==> config.mk <==
export PLATFORM = sky130hd
export DESIGN_NAME = ext_bus_master
export DESIGN_NICKNAME = d
export VERILOG_FILES = /design/src/pkg/ext_bus_pkg.sv /design/src/hdl/ext_bus_master.sv /design/src/hdl/ack_sync.sv
export SDC_FILE = /design/constraint.sdc
export NUM_CORES = 1
export LEC_CHECK = 0
export BUFFER_PORTS_ARGS = -buffer_cell sky130_fd_sc_hd__buf_4
export CAP_MARGIN = 20
export CORE_UTILIZATION = 48
export DETAILED_ROUTE_END_ITERATION = 10
export PLACE_DENSITY_LB_ADDON = 0.08
export SKIP_CTS_REPAIR_TIMING = 1
export SYNTH_ARGS = -nofsm -noshare
export SYNTH_HDL_FRONTEND = slang
export SYNTH_SLANG_ARGS = --single-unit
export TNS_END_PERCENT = 100
==> constraint.sdc <==
create_clock -name ref_clk_i -period 2.8 [get_ports ref_clk_i]
set_input_delay 0.56 -clock ref_clk_i [delete_from_list [all_inputs] [get_ports ref_clk_i]]
set_output_delay 0.56 -clock ref_clk_i [all_outputs]
set_load 0.005 [all_outputs]
==> src/pkg/ext_bus_pkg.sv <==
// constants, states and carrier types of the external bus master
package ext_bus_pkg;

	// transfer size encodings (bytes still to move)
	localparam logic [1:0] SIZE_FOUR  = 2'h0;
	localparam logic [1:0] SIZE_ONE   = 2'h1;
	localparam logic [1:0] SIZE_TWO   = 2'h2;
	localparam logic [1:0] SIZE_THREE = 2'h3;

	// size acknowledge patterns {wide, narrow}, active low
	localparam logic [1:0] ACK_WAIT   = 2'h3;
	localparam logic [1:0] ACK_PORT8  = 2'h2;
	localparam logic [1:0] ACK_PORT16 = 2'h1;
	localparam logic [1:0] ACK_RSVD   = 2'h0;

	// bus states: one-hot, each lasts one clock except ST_IDLE and a waiting ST_S3
	typedef enum logic [7:0] {
		ST_IDLE  = 8'h01,
		ST_S0    = 8'h02,
		ST_S1    = 8'h04,
		ST_S2    = 8'h08,
		ST_S3    = 8'h10,
		ST_S4    = 8'h20,
		ST_S5    = 8'h40,
		ST_GAP   = 8'h80
	} bus_state_t;

	// request from the core
	typedef struct packed {
		logic        write;
		logic        locked;
		logic        last;
		logic [1:0]  size;
		logic [23:0] addr;
		logic [2:0]  fcode;
		logic [31:0] wdata;
	} bus_req_t;

	// outputs that face the bus pins
	typedef struct packed {
		logic [23:0] addr;
		logic [2:0]  fcode;
		logic        rd_wr_n;
		logic [1:0]  size;
		logic [15:0] data;
		logic        data_oe;
	} bus_pins_t;

	localparam logic [31:0] DATA_RESET = 32'h0000_0000;

endpackage

==> src/hdl/ext_bus_master.sv <==
// external bus master: write cycles, locked sequences and dynamic sizing
`timescale 1ns/1ps
module ext_bus_master #(
	parameter bit REDUCED = 1'b0
) (
	// clock and reset
	input  wire logic                  ref_clk_i,
	input  wire logic                  srst_i,
	// core request and answer
	input  wire logic                  req_valid_i,
	output logic                       req_ready_o,
	input  wire ext_bus_pkg::bus_req_t req_i,
	output logic                       done_o,
	output logic [31:0]                rdata_o,
	// bus pins
	output ext_bus_pkg::bus_pins_t     pins_o,
	input  wire logic [15:0]           data_i,
	output logic                       address_strobe_n_o,
	output logic                       data_strobe_n_o,
	input  wire logic                  size_ack_wide_n_i,
	input  wire logic                  size_ack_narrow_n_i,
	output logic                       indivisible_cycle_n_o,
	// arbitration
	input  wire logic                  bus_request_in_n_i,
	output logic                       bus_grant_out_n_o
);
	// ------------------------------------------------------------
	// acknowledge and bus request synchronisation
	// ------------------------------------------------------------
	logic [1:0] ack_sync;

	ack_sync #(.WIDTH(2)) u_ack_sync (
		.ref_clk_i (ref_clk_i),
		.srst_i    (srst_i),
		.async_i   ({size_ack_wide_n_i, size_ack_narrow_n_i}),
		.sync_o    (ack_sync)
	);

	logic bus_req_sync;
	logic br_meta_reg;
	logic br_sync_reg;

	always_ff @(posedge ref_clk_i) begin
		if (srst_i) begin
			br_meta_reg <= 1'b1;
			br_sync_reg <= 1'b1;
		end else begin
			br_meta_reg <= bus_request_in_n_i;
			br_sync_reg <= br_meta_reg;
		end
	end
	assign bus_req_sync = ~br_sync_reg;

	// ------------------------------------------------------------
	// state
	// ------------------------------------------------------------
	ext_bus_pkg::bus_state_t state_reg, state_next;
	logic [23:0] addr_reg,    addr_next;
	logic [2:0]  fcode_reg,   fcode_next;
	logic        rdwr_reg,    rdwr_next;
	logic [1:0]  size_reg,    size_next;
	logic [31:0] opnd_reg,    opnd_next;
	logic [31:0] rdata_reg,   rdata_next;
	logic [15:0] dout_reg,    dout_next;
	logic        doe_reg,     doe_next;
	logic        as_reg,      as_next;
	logic        ds_reg,      ds_next;
	logic        lock_reg,    lock_next;
	logic        last_reg,    last_next;
	logic        done_reg,    done_next;
	logic        grant_reg,   grant_next;
	logic        acked_reg,   acked_next;
	logic [1:0]  port_reg,    port_next;

	logic        port8;
	logic [1:0]  moved;
	logic [1:0]  ack_eff;

	// reserved pattern behaves as a sixteen-bit port
	always_comb begin
		ack_eff = ack_sync;
		if (ack_sync == ext_bus_pkg::ACK_RSVD) begin
			ack_eff = ext_bus_pkg::ACK_PORT16;
		end
	end

	assign port8 = (port_reg == ext_bus_pkg::ACK_PORT8);

	// bytes moved this cycle: one on 8-bit port, odd address or single-byte size, else two
	always_comb begin
		if (port8 || addr_reg[0] || size_reg == ext_bus_pkg::SIZE_ONE) begin
			moved = 2'h1;
		end else begin
			moved = 2'h2;
		end
	end

	// write lane steering from the most significant byte left
	function automatic logic [15:0] lanes(input logic [31:0] op,
		input logic [1:0] sz, input logic odd);
		logic [7:0] b0;
		logic [7:0] b1;
		b0 = op[31:24];
		b1 = op[23:16];
		if (sz == ext_bus_pkg::SIZE_ONE || odd) begin
			lanes = {b0, b0};
		end else begin
			lanes = {b0, b1};
		end
	endfunction

	// ------------------------------------------------------------
	// next state
	// ------------------------------------------------------------
	always_comb begin
		state_next = state_reg;
		addr_next  = addr_reg;
		fcode_next = fcode_reg;
		rdwr_next  = rdwr_reg;
		size_next  = size_reg;
		opnd_next  = opnd_reg;
		rdata_next = rdata_reg;
		dout_next  = dout_reg;
		doe_next   = doe_reg;
		as_next    = as_reg;
		ds_next    = ds_reg;
		lock_next  = lock_reg;
		last_next  = last_reg;
		done_next  = 1'b0;
		grant_next = grant_reg;
		acked_next = acked_reg;
		port_next  = port_reg;

		// grant only when idle and not locked
		grant_next = bus_req_sync && state_reg == ext_bus_pkg::ST_IDLE
			&& !lock_reg;

		unique case (state_reg)
		ext_bus_pkg::ST_IDLE: begin
			if (req_valid_i && !grant_reg) begin
				state_next = ext_bus_pkg::ST_S0;
				addr_next  = req_i.addr;
				if (!(lock_reg && req_i.write)) begin
					fcode_next = req_i.fcode;
				end
				if (REDUCED) begin
					addr_next[23:20] = {4{req_i.addr[19]}};
					fcode_next[2]    = 1'b1;
				end
				rdwr_next  = ~req_i.write;
				size_next  = req_i.size;
				opnd_next  = req_i.wdata;
				lock_next  = req_i.locked;
				last_next  = req_i.last;
				if (!REDUCED && req_i.size != ext_bus_pkg::SIZE_ONE) begin
					addr_next[0] = 1'b0;
				end
			end
		end
		ext_bus_pkg::ST_S0: begin
			as_next    = 1'b1;
			acked_next = 1'b0;
			state_next = ext_bus_pkg::ST_S1;
			if (!rdwr_reg) begin
				dout_next = lanes(opnd_reg, size_reg, addr_reg[0]);
				doe_next  = 1'b1;
			end else begin
				ds_next = 1'b1;
			end
		end
		ext_bus_pkg::ST_S1: begin
			state_next = ext_bus_pkg::ST_S2;
		end
		ext_bus_pkg::ST_S2: begin
			if (ack_eff != ext_bus_pkg::ACK_WAIT) begin
				acked_next = 1'b1;
				port_next  = ack_eff;
			end
			if (!rdwr_reg) begin
				ds_next = 1'b1;
			end
			state_next = ext_bus_pkg::ST_S3;
		end
		ext_bus_pkg::ST_S3: begin
			if (acked_reg) begin
				state_next = ext_bus_pkg::ST_S4;
			end else if (ack_eff != ext_bus_pkg::ACK_WAIT) begin
				acked_next = 1'b1;
				port_next  = ack_eff;
			end
			// otherwise stay: wait state
		end
		ext_bus_pkg::ST_S4: begin
			// no control change here
			if (rdwr_reg) begin
				if (port8 || size_reg == ext_bus_pkg::SIZE_ONE
					|| addr_reg[0]) begin
					rdata_next = {rdata_reg[23:0],
						(!port8 && addr_reg[0]) ?
						data_i[7:0] : data_i[15:8]};
				end else begin
					rdata_next = {rdata_reg[15:0], data_i};
				end
			end
			state_next = ext_bus_pkg::ST_S5;
		end
		ext_bus_pkg::ST_S5: begin
			as_next    = 1'b0;
			ds_next    = 1'b0;
			state_next = ext_bus_pkg::ST_GAP;
			if (size_reg == moved) begin
				done_next = 1'b1;
			end
		end
		ext_bus_pkg::ST_GAP: begin
			doe_next = 1'b0;
			// pins advance only after the strobes are seen negated
			if (!done_reg) begin
				size_next  = size_reg - moved;
				addr_next  = addr_reg + {22'h0, moved};
				opnd_next  = (moved == 2'h1) ?
					{opnd_reg[23:0], 8'h00} : {opnd_reg[15:0], 16'h0000};
				state_next = ext_bus_pkg::ST_S0;
			end else begin
				state_next = ext_bus_pkg::ST_IDLE;
				if (lock_reg && (last_reg || !rdwr_reg && last_reg)) begin
					lock_next = 1'b0;
				end
				if (!lock_reg || last_reg) begin
					lock_next = 1'b0;
				end
				// address, direction, code held until the next request; only the code carries into a locked write
			end
		end
		default: state_next = ext_bus_pkg::ST_IDLE;
		endcase
	end

	always_ff @(posedge ref_clk_i) begin
		if (srst_i) begin
			state_reg <= ext_bus_pkg::ST_IDLE;
			addr_reg  <= '0;
			fcode_reg <= '0;
			rdwr_reg  <= 1'b1;
			size_reg  <= ext_bus_pkg::SIZE_ONE;
			opnd_reg  <= ext_bus_pkg::DATA_RESET;
			rdata_reg <= ext_bus_pkg::DATA_RESET;
			dout_reg  <= '0;
			doe_reg   <= 1'b0;
			as_reg    <= 1'b0;
			ds_reg    <= 1'b0;
			lock_reg  <= 1'b0;
			last_reg  <= 1'b0;
			done_reg  <= 1'b0;
			grant_reg <= 1'b0;
			acked_reg <= 1'b0;
			port_reg  <= ext_bus_pkg::ACK_PORT16;
		end else begin
			state_reg <= state_next;
			addr_reg  <= addr_next;
			fcode_reg <= fcode_next;
			rdwr_reg  <= rdwr_next;
			size_reg  <= size_next;
			opnd_reg  <= opnd_next;
			rdata_reg <= rdata_next;
			dout_reg  <= dout_next;
			doe_reg   <= doe_next;
			as_reg    <= as_next;
			ds_reg    <= ds_next;
			lock_reg  <= lock_next;
			last_reg  <= last_next;
			done_reg  <= done_next;
			grant_reg <= grant_next;
			acked_reg <= acked_next;
			port_reg  <= port_next;
		end
	end

	// ------------------------------------------------------------
	// outputs
	// ------------------------------------------------------------
	assign req_ready_o           = (state_reg == ext_bus_pkg::ST_IDLE)
		&& !grant_reg;
	assign done_o                = done_reg;
	assign rdata_o               = rdata_reg;
	assign address_strobe_n_o    = ~as_reg;
	assign data_strobe_n_o       = ~ds_reg;
	assign indivisible_cycle_n_o = ~lock_reg;
	assign bus_grant_out_n_o     = ~grant_reg;
	assign pins_o.addr           = addr_reg;
	assign pins_o.fcode          = fcode_reg;
	assign pins_o.rd_wr_n        = rdwr_reg;
	assign pins_o.size           = size_reg;
	assign pins_o.data           = dout_reg;
	assign pins_o.data_oe        = doe_reg;
endmodule // ext_bus_master

==> src/hdl/ack_sync.sv <==
// two-flop synchroniser for the size acknowledge pins
`timescale 1ns/1ps
module ack_sync #(
	parameter int WIDTH = 2
) (
	// clock and reset
	input  wire logic             ref_clk_i,
	input  wire logic             srst_i,
	// asynchronous in, synchronous out
	input  wire logic [WIDTH-1:0] async_i,
	output logic      [WIDTH-1:0] sync_o
);
	logic [WIDTH-1:0] meta_reg;
	logic [WIDTH-1:0] sync_reg;

	// negated acknowledges reset high
	always_ff @(posedge ref_clk_i) begin
		if (srst_i) begin
			meta_reg <= '1;
			sync_reg <= '1;
		end else begin
			meta_reg <= async_i;
			sync_reg <= meta_reg;
		end
	end

	assign sync_o = sync_reg;
endmodule // ack_sync

# ---- Word-level counts from Yosys, hierarchy flattened
# Index checks and enable logic that the tools add are counted.
dict set report classes {
  reduce_logical 38
  bitwise_logic 9
  add_sub_neg 2
  mux 38
  n_eq_ne 24
}
# cell n
set op_table {}
lappend op_table {{$mux 32} 4}
lappend op_table {{$pmux 32 s2} 1}
lappend op_table {{$pmux 8 s8} 1}
lappend op_table {{$mux 24} 2}
lappend op_table {{$pmux 24 s2} 1}
lappend op_table {{$mux 8} 4}
lappend op_table {{$add 24x2->24} 1}
lappend op_table {{$ne 2x2->1 const B} 10}
lappend op_table {{$mux 2} 7}
lappend op_table {{$reduce_and 2->1} 7}
lappend op_table {{$mux 1} 11}
lappend op_table {{$not 1->1} 9}
lappend op_table {{$reduce_and 3->1} 3}
lappend op_table {{$eq 8x1->1 const B} 1}
lappend op_table {{$eq 8x2->1 const B} 1}
lappend op_table {{$eq 8x3->1 const B} 1}
lappend op_table {{$eq 8x4->1 const B} 1}
lappend op_table {{$eq 8x5->1 const B} 1}
lappend op_table {{$eq 8x6->1 const B} 1}
lappend op_table {{$eq 8x7->1 const B} 1}
lappend op_table {{$eq 8x8->1 const B} 1}
lappend op_table {{$logic_and 1x1->1} 8}
lappend op_table {{$pmux 2 s2} 2}
lappend op_table {{$reduce_bool 2->1} 4}
lappend op_table {{other kinds (14)} 28}
dict set report totals {
  word_cells 132
  ff_bits 134
  input_bits 86
  out_inout_bits 85
}

# ---- Logic depth before layout (Yosys ltp)
dict set report logic_depth {
  depth_word 8
  mapped_depth 11
  depth_no_buf 9
}

# ---- Modules after synthesis
# Synthesis repeated with hierarchy kept, for this count alone.
dict set report hier_totals {
  hier_cells 762
  hier_area_um2 6481.2
}
# mod area_each_um2 seq_area_each_um2 cells_per_inst n_inst
set modules_own_cells {}
lappend modules_own_cells {ext_bus_master 6376.1 2602.5 754 1}
lappend modules_own_cells {ack_sync 105.1 80.1 8 1}

# ---- Least setup slack after synthesis
# OpenSTA, ideal clock, no wires.
dict set report synth_timing {
  path_type {flip-flop to flip-flop}
  startpoint {register size_reg[0]}
  endpoint {register addr_reg[9]}
  n_path_buf 2
  required_ns 2.726
  setup_slack_ns 0.059
  stages_incl_launch_ff 12
  period_less_slack_ns 2.741
  arrival_time_ns 2.667
  setup_ns 0.074
  cell_sequence {dfxtp_1 -> nor2b_1 -> buf_2 -> nor3_1 -> inv_2 -> buf_2 -> ha_1 -> inv_1 -> o41ai_2 -> nand3_1 -> or4_1 -> a31oi_1}
}
dict set report synth_via {
  elab_chain_len 6
}
# element line_no
set synth_rtl {}
lappend synth_rtl {{start: declaration} ext_bus_master.sv:61} ;# logic [1:0] size_reg, size_next;
lappend synth_rtl {{start signal: assignment} ext_bus_master.sv:245} ;# size_reg <= ext_bus_pkg::SIZE_ONE;
lappend synth_rtl {{start signal: assignment} ext_bus_master.sv:263} ;# size_reg <= size_next;
lappend synth_rtl {{$eq 2x1->1} ext_bus_master.sv:91} ;# if (port8 || addr_reg[0] || size_reg == ext_bus_pkg::SIZE_ONE) begin
lappend synth_rtl {{$logic_or 1x1->1} ext_bus_master.sv:91}
lappend synth_rtl {{$mux 2} ext_bus_master.sv:91}
lappend synth_rtl {{$add 24x2->24} ext_bus_master.sv:220} ;# addr_next = addr_reg + {22'h0, moved};
lappend synth_rtl {{$mux 24} ext_bus_master.sv:218} ;# if (!done_reg) begin
lappend synth_rtl {{$pmux 24 s2} ext_bus_master.sv:138} ;# unique case (state_reg)
lappend synth_rtl {{end signal: assignment} ext_bus_master.sv:260} ;# addr_reg <= addr_next;
lappend synth_rtl {{end: declaration} ext_bus_master.sv:58} ;# logic [23:0] addr_reg, addr_next;
# No other way between the ends. The select of a mux whose other input is x is not followed.
# A chain may end at the register's enable or synchronous reset.

# ---- Worst setup path in the final report
# Same ends and word-level chain as after synthesis.

==> flow_metrics.tcl <==
set metrics [dict create \
    grt_max_degree 82 \
    cp-end-kind "register" \
    first_iter_violations 517 \
    period_minus_slack_ps 2490 \
    cp-start-kind "register" \
    grt_pass1_wl_um 30200 \
    groute.usage.overall 0.265 \
    rsz0062_at_grt "no" \
    ys.flop_type "dfxtp_1" \
    fp.dieH_um 120 \
    regToRegSetupSlack_ps 310 \
    cts_tree "done" \
    vias_per_cell 5.78 \
    worst_slew_pin_slew_ps 821 \
    yosysMostFrequentCell "dfxtp_1" \
    hold_path.class "input port to register" \
    io_buffers 170 \
    dp_hpwl_um 12800 \
    worstSetupPathType "register to register" \
    routedWlPerCell_um 17.0 \
    ios 171 \
    fin_skew_ps 7.10 \
    whs_endpoint "br_meta_reg" \
    power_density_nw_per_um2 609 \
    cts_buffers 17 \
    finalSetupViolCount 0 \
    cp_slowest_stage_delay_ps 520 \
    netlist_area_um2 6640 \
    crit_chain "nor2b_1 > nor3_2 > inv_2 > ha_1 > inv_1 > o41ai_4 > nand3_1 > or4_1 > a31oi_1" \
    coreArea_um2 13300 \
    cts.sinks 134 \
    whs_ps 324 \
    syn_nets 856 \
    route.antenna.remaining_nets 0 \
    crit_slowest_cell "or4_1" \
    peakVddDrop_v 0.000467 \
    synth_top_area_share 0.404 \
    ys_seq_area_frac 0.404 \
    reg2regPathDepth 9 \
    num-fill-cells 1134 \
    drc 0 \
    antenna_cells 0 \
    ys_async_sr_fraction 0 \
    drive_above_1_share 0.282 \
    final_cells 1102 \
    synth.distinct_cells 72 \
    globalplace.congestion 0.864 \
    ys_warn_count 0 \
    setup_tns_ps 0 \
    relSlewSlack 0.452 \
    grt-ovfl-total 0 \
    syn_inst 768 \
    die-area_um2 14300 \
    cp.arrival_ps 2840 \
    power_uw 5270 \
    status "finished clean" \
    dp.cells 1069 \
    cts_max_level 4 \
    synth_top_family_by_area "compound AO/OA/AOI/OAI gates" \
    synthAdderAreaFrac 0.00377 \
    vias 6371 \
    r2r-end "addr_reg[9]" \
    cts-root-buf "clkbuf_16" \
    period_share 0.888 \
    dr.pass1.iters 5 \
    avgSynthCellArea_um2 8.64 \
    synthMuxAreaShare 0.0877 \
    antenna_found_initial 0 \
    synth_xor_area_frac 0.00264 \
    synth_compound_area_frac 0.235 \
    drt-total-wl_um 18700 \
    clkTransAtPathRegs_ps 60 \
    synth_edf_count 0 \
    fmax_ghz 0.402 \
    slew_viol_final 0 \
    reg2reg_from "size_reg[0]" \
    die_width_um 120 \
    cp_max_fo 5 \
    synth_commonest_cells "dfxtp_1, nor2_1, mux2i_1, nand2_1, a21oi_1" \
    holdPathStages 2 \
    maxCapViolations 0 \
    grt_pass1_vias 5945 \
    cp_data_required_time_ps 3150 \
    hp-start "bus_request_in_n_i" \
    cts_buffer_depth 2 \
    final_hold_viol_count 0 \
    start_util 0.497 \
    yosys-top-cells-area "dfxtp_1, mux2i_1, nor2_1" \
    clk_latency_ps 420 \
    synth-simple-area-share 0.208 \
    finalNetCount 1001 \
    rows 42 \
    yosysTopAreaCell "dfxtp_1" \
    leakage_uw 0.00352 \
    ys_ff_latch 134 \
    area_growth_pct 30.3 \
]
==> worst max-delay path, delay by kind of cell, from the launching register on <==
family / cells / cell delay (ps)
DFF: 1 / 370
and+or+nand+nor: 4 / 1080
buffers and inverters: 2 / 180
AOI/OAI and AO/OA: 2 / 600
adders and majority gates: 1 / 190
==> metal layers <==
metal / global-route usage / share of wire / vias up / wire [um]
met4: 0.0813 / 0.0094 / 0 / 176
li1: - / - / 3144 / -
met3: 0.0670 / 0.059 / 17 / 1110
met1: 0.359 / 0.47 / 3016 / 8710
met5: 0 / 0 / - / 0
met2: 0.413 / 0.47 / 194 / 8730
==> per-stage QoR <==
step	utilization	cell area (um2)	setup WS (ps)
3_5_place_dp	0.601	8020	219
5_1_grt	0.648	8650	101
2_1_floorplan	-	6640	58.7
4_1_cts	0.647	8630	210
6_report	0.648	8650	313
3_3_place_gp	0.601	8020	359
==> placed cells by master, fill, tap and decap left out, types with 9 or more instances in the layout <==
| cell | n |
|---|---|
| nand2_1 | 44 |
| mux2i_1 | 57 |
| nand3_1 | 25 |
| a311oi_1 | 11 |
| a21oi_1 | 41 |
| o21ba_2 | 14 |
| o21ai_0 | 35 |
| dfxtp_1 | 134 |
| buf_4 | 190 |
| nand4_1 | 16 |
| o22ai_1 | 9 |
| a221oi_1 | 12 |
| and2_1 | 17 |
| nor3_1 | 24 |
| a211oi_1 | 40 |
| inv_1 | 18 |
| clkbuf_16 | 17 |
| nor2_1 | 86 |
==> worst max path at each step <==
stage,startpoint,endpoint,slack [ps],cells after the start
3_5_place_dp,size_reg[0],addr_reg[9],220,9
3_3_place_gp,size_reg[0],addr_reg[9],360,9
2_1_floorplan,size_reg[0],addr_reg[9],60,11
4_1_cts,size_reg[0],addr_reg[9],210,9
6_report,size_reg[0],addr_reg[9],310,9
5_1_grt,size_reg[0],addr_reg[9],100,9
==> report_power, final <==
part	internal (uW)	total (uW)	switching, uW
combinational	407	866	458
clock	1430	2290	859
sequential	2000	2110	110
total	3840	5270	1430
==> cells by family after synthesis <==
family                   count (synthesis)
adder cells (fa/ha/maj)                  2
XOR/XNOR                                 2
flip-flops                             134
buffers and inverters                   85
AND/OR/NAND/NOR                        270
AO/OA/AOI/OAI                          217
multiplexers                            58
==> area by class of cell <==
type | instances | area (um2) | area share
Timing Repair Buffer | 192 | 1470 | 0.170
Sequential cell | 134 | 2680 | 0.310
Multi-Input combinational cell | 549 | 3590 | 0.416
Clock buffer | 18 | 439 | 0.0508
Inverter | 19 | 71.3 | 0.00825
Clock inverter | 14 | 175 | 0.0203
Tap cell | 176 | 220 | 0.0255
(Power assumes the default switching activity.)
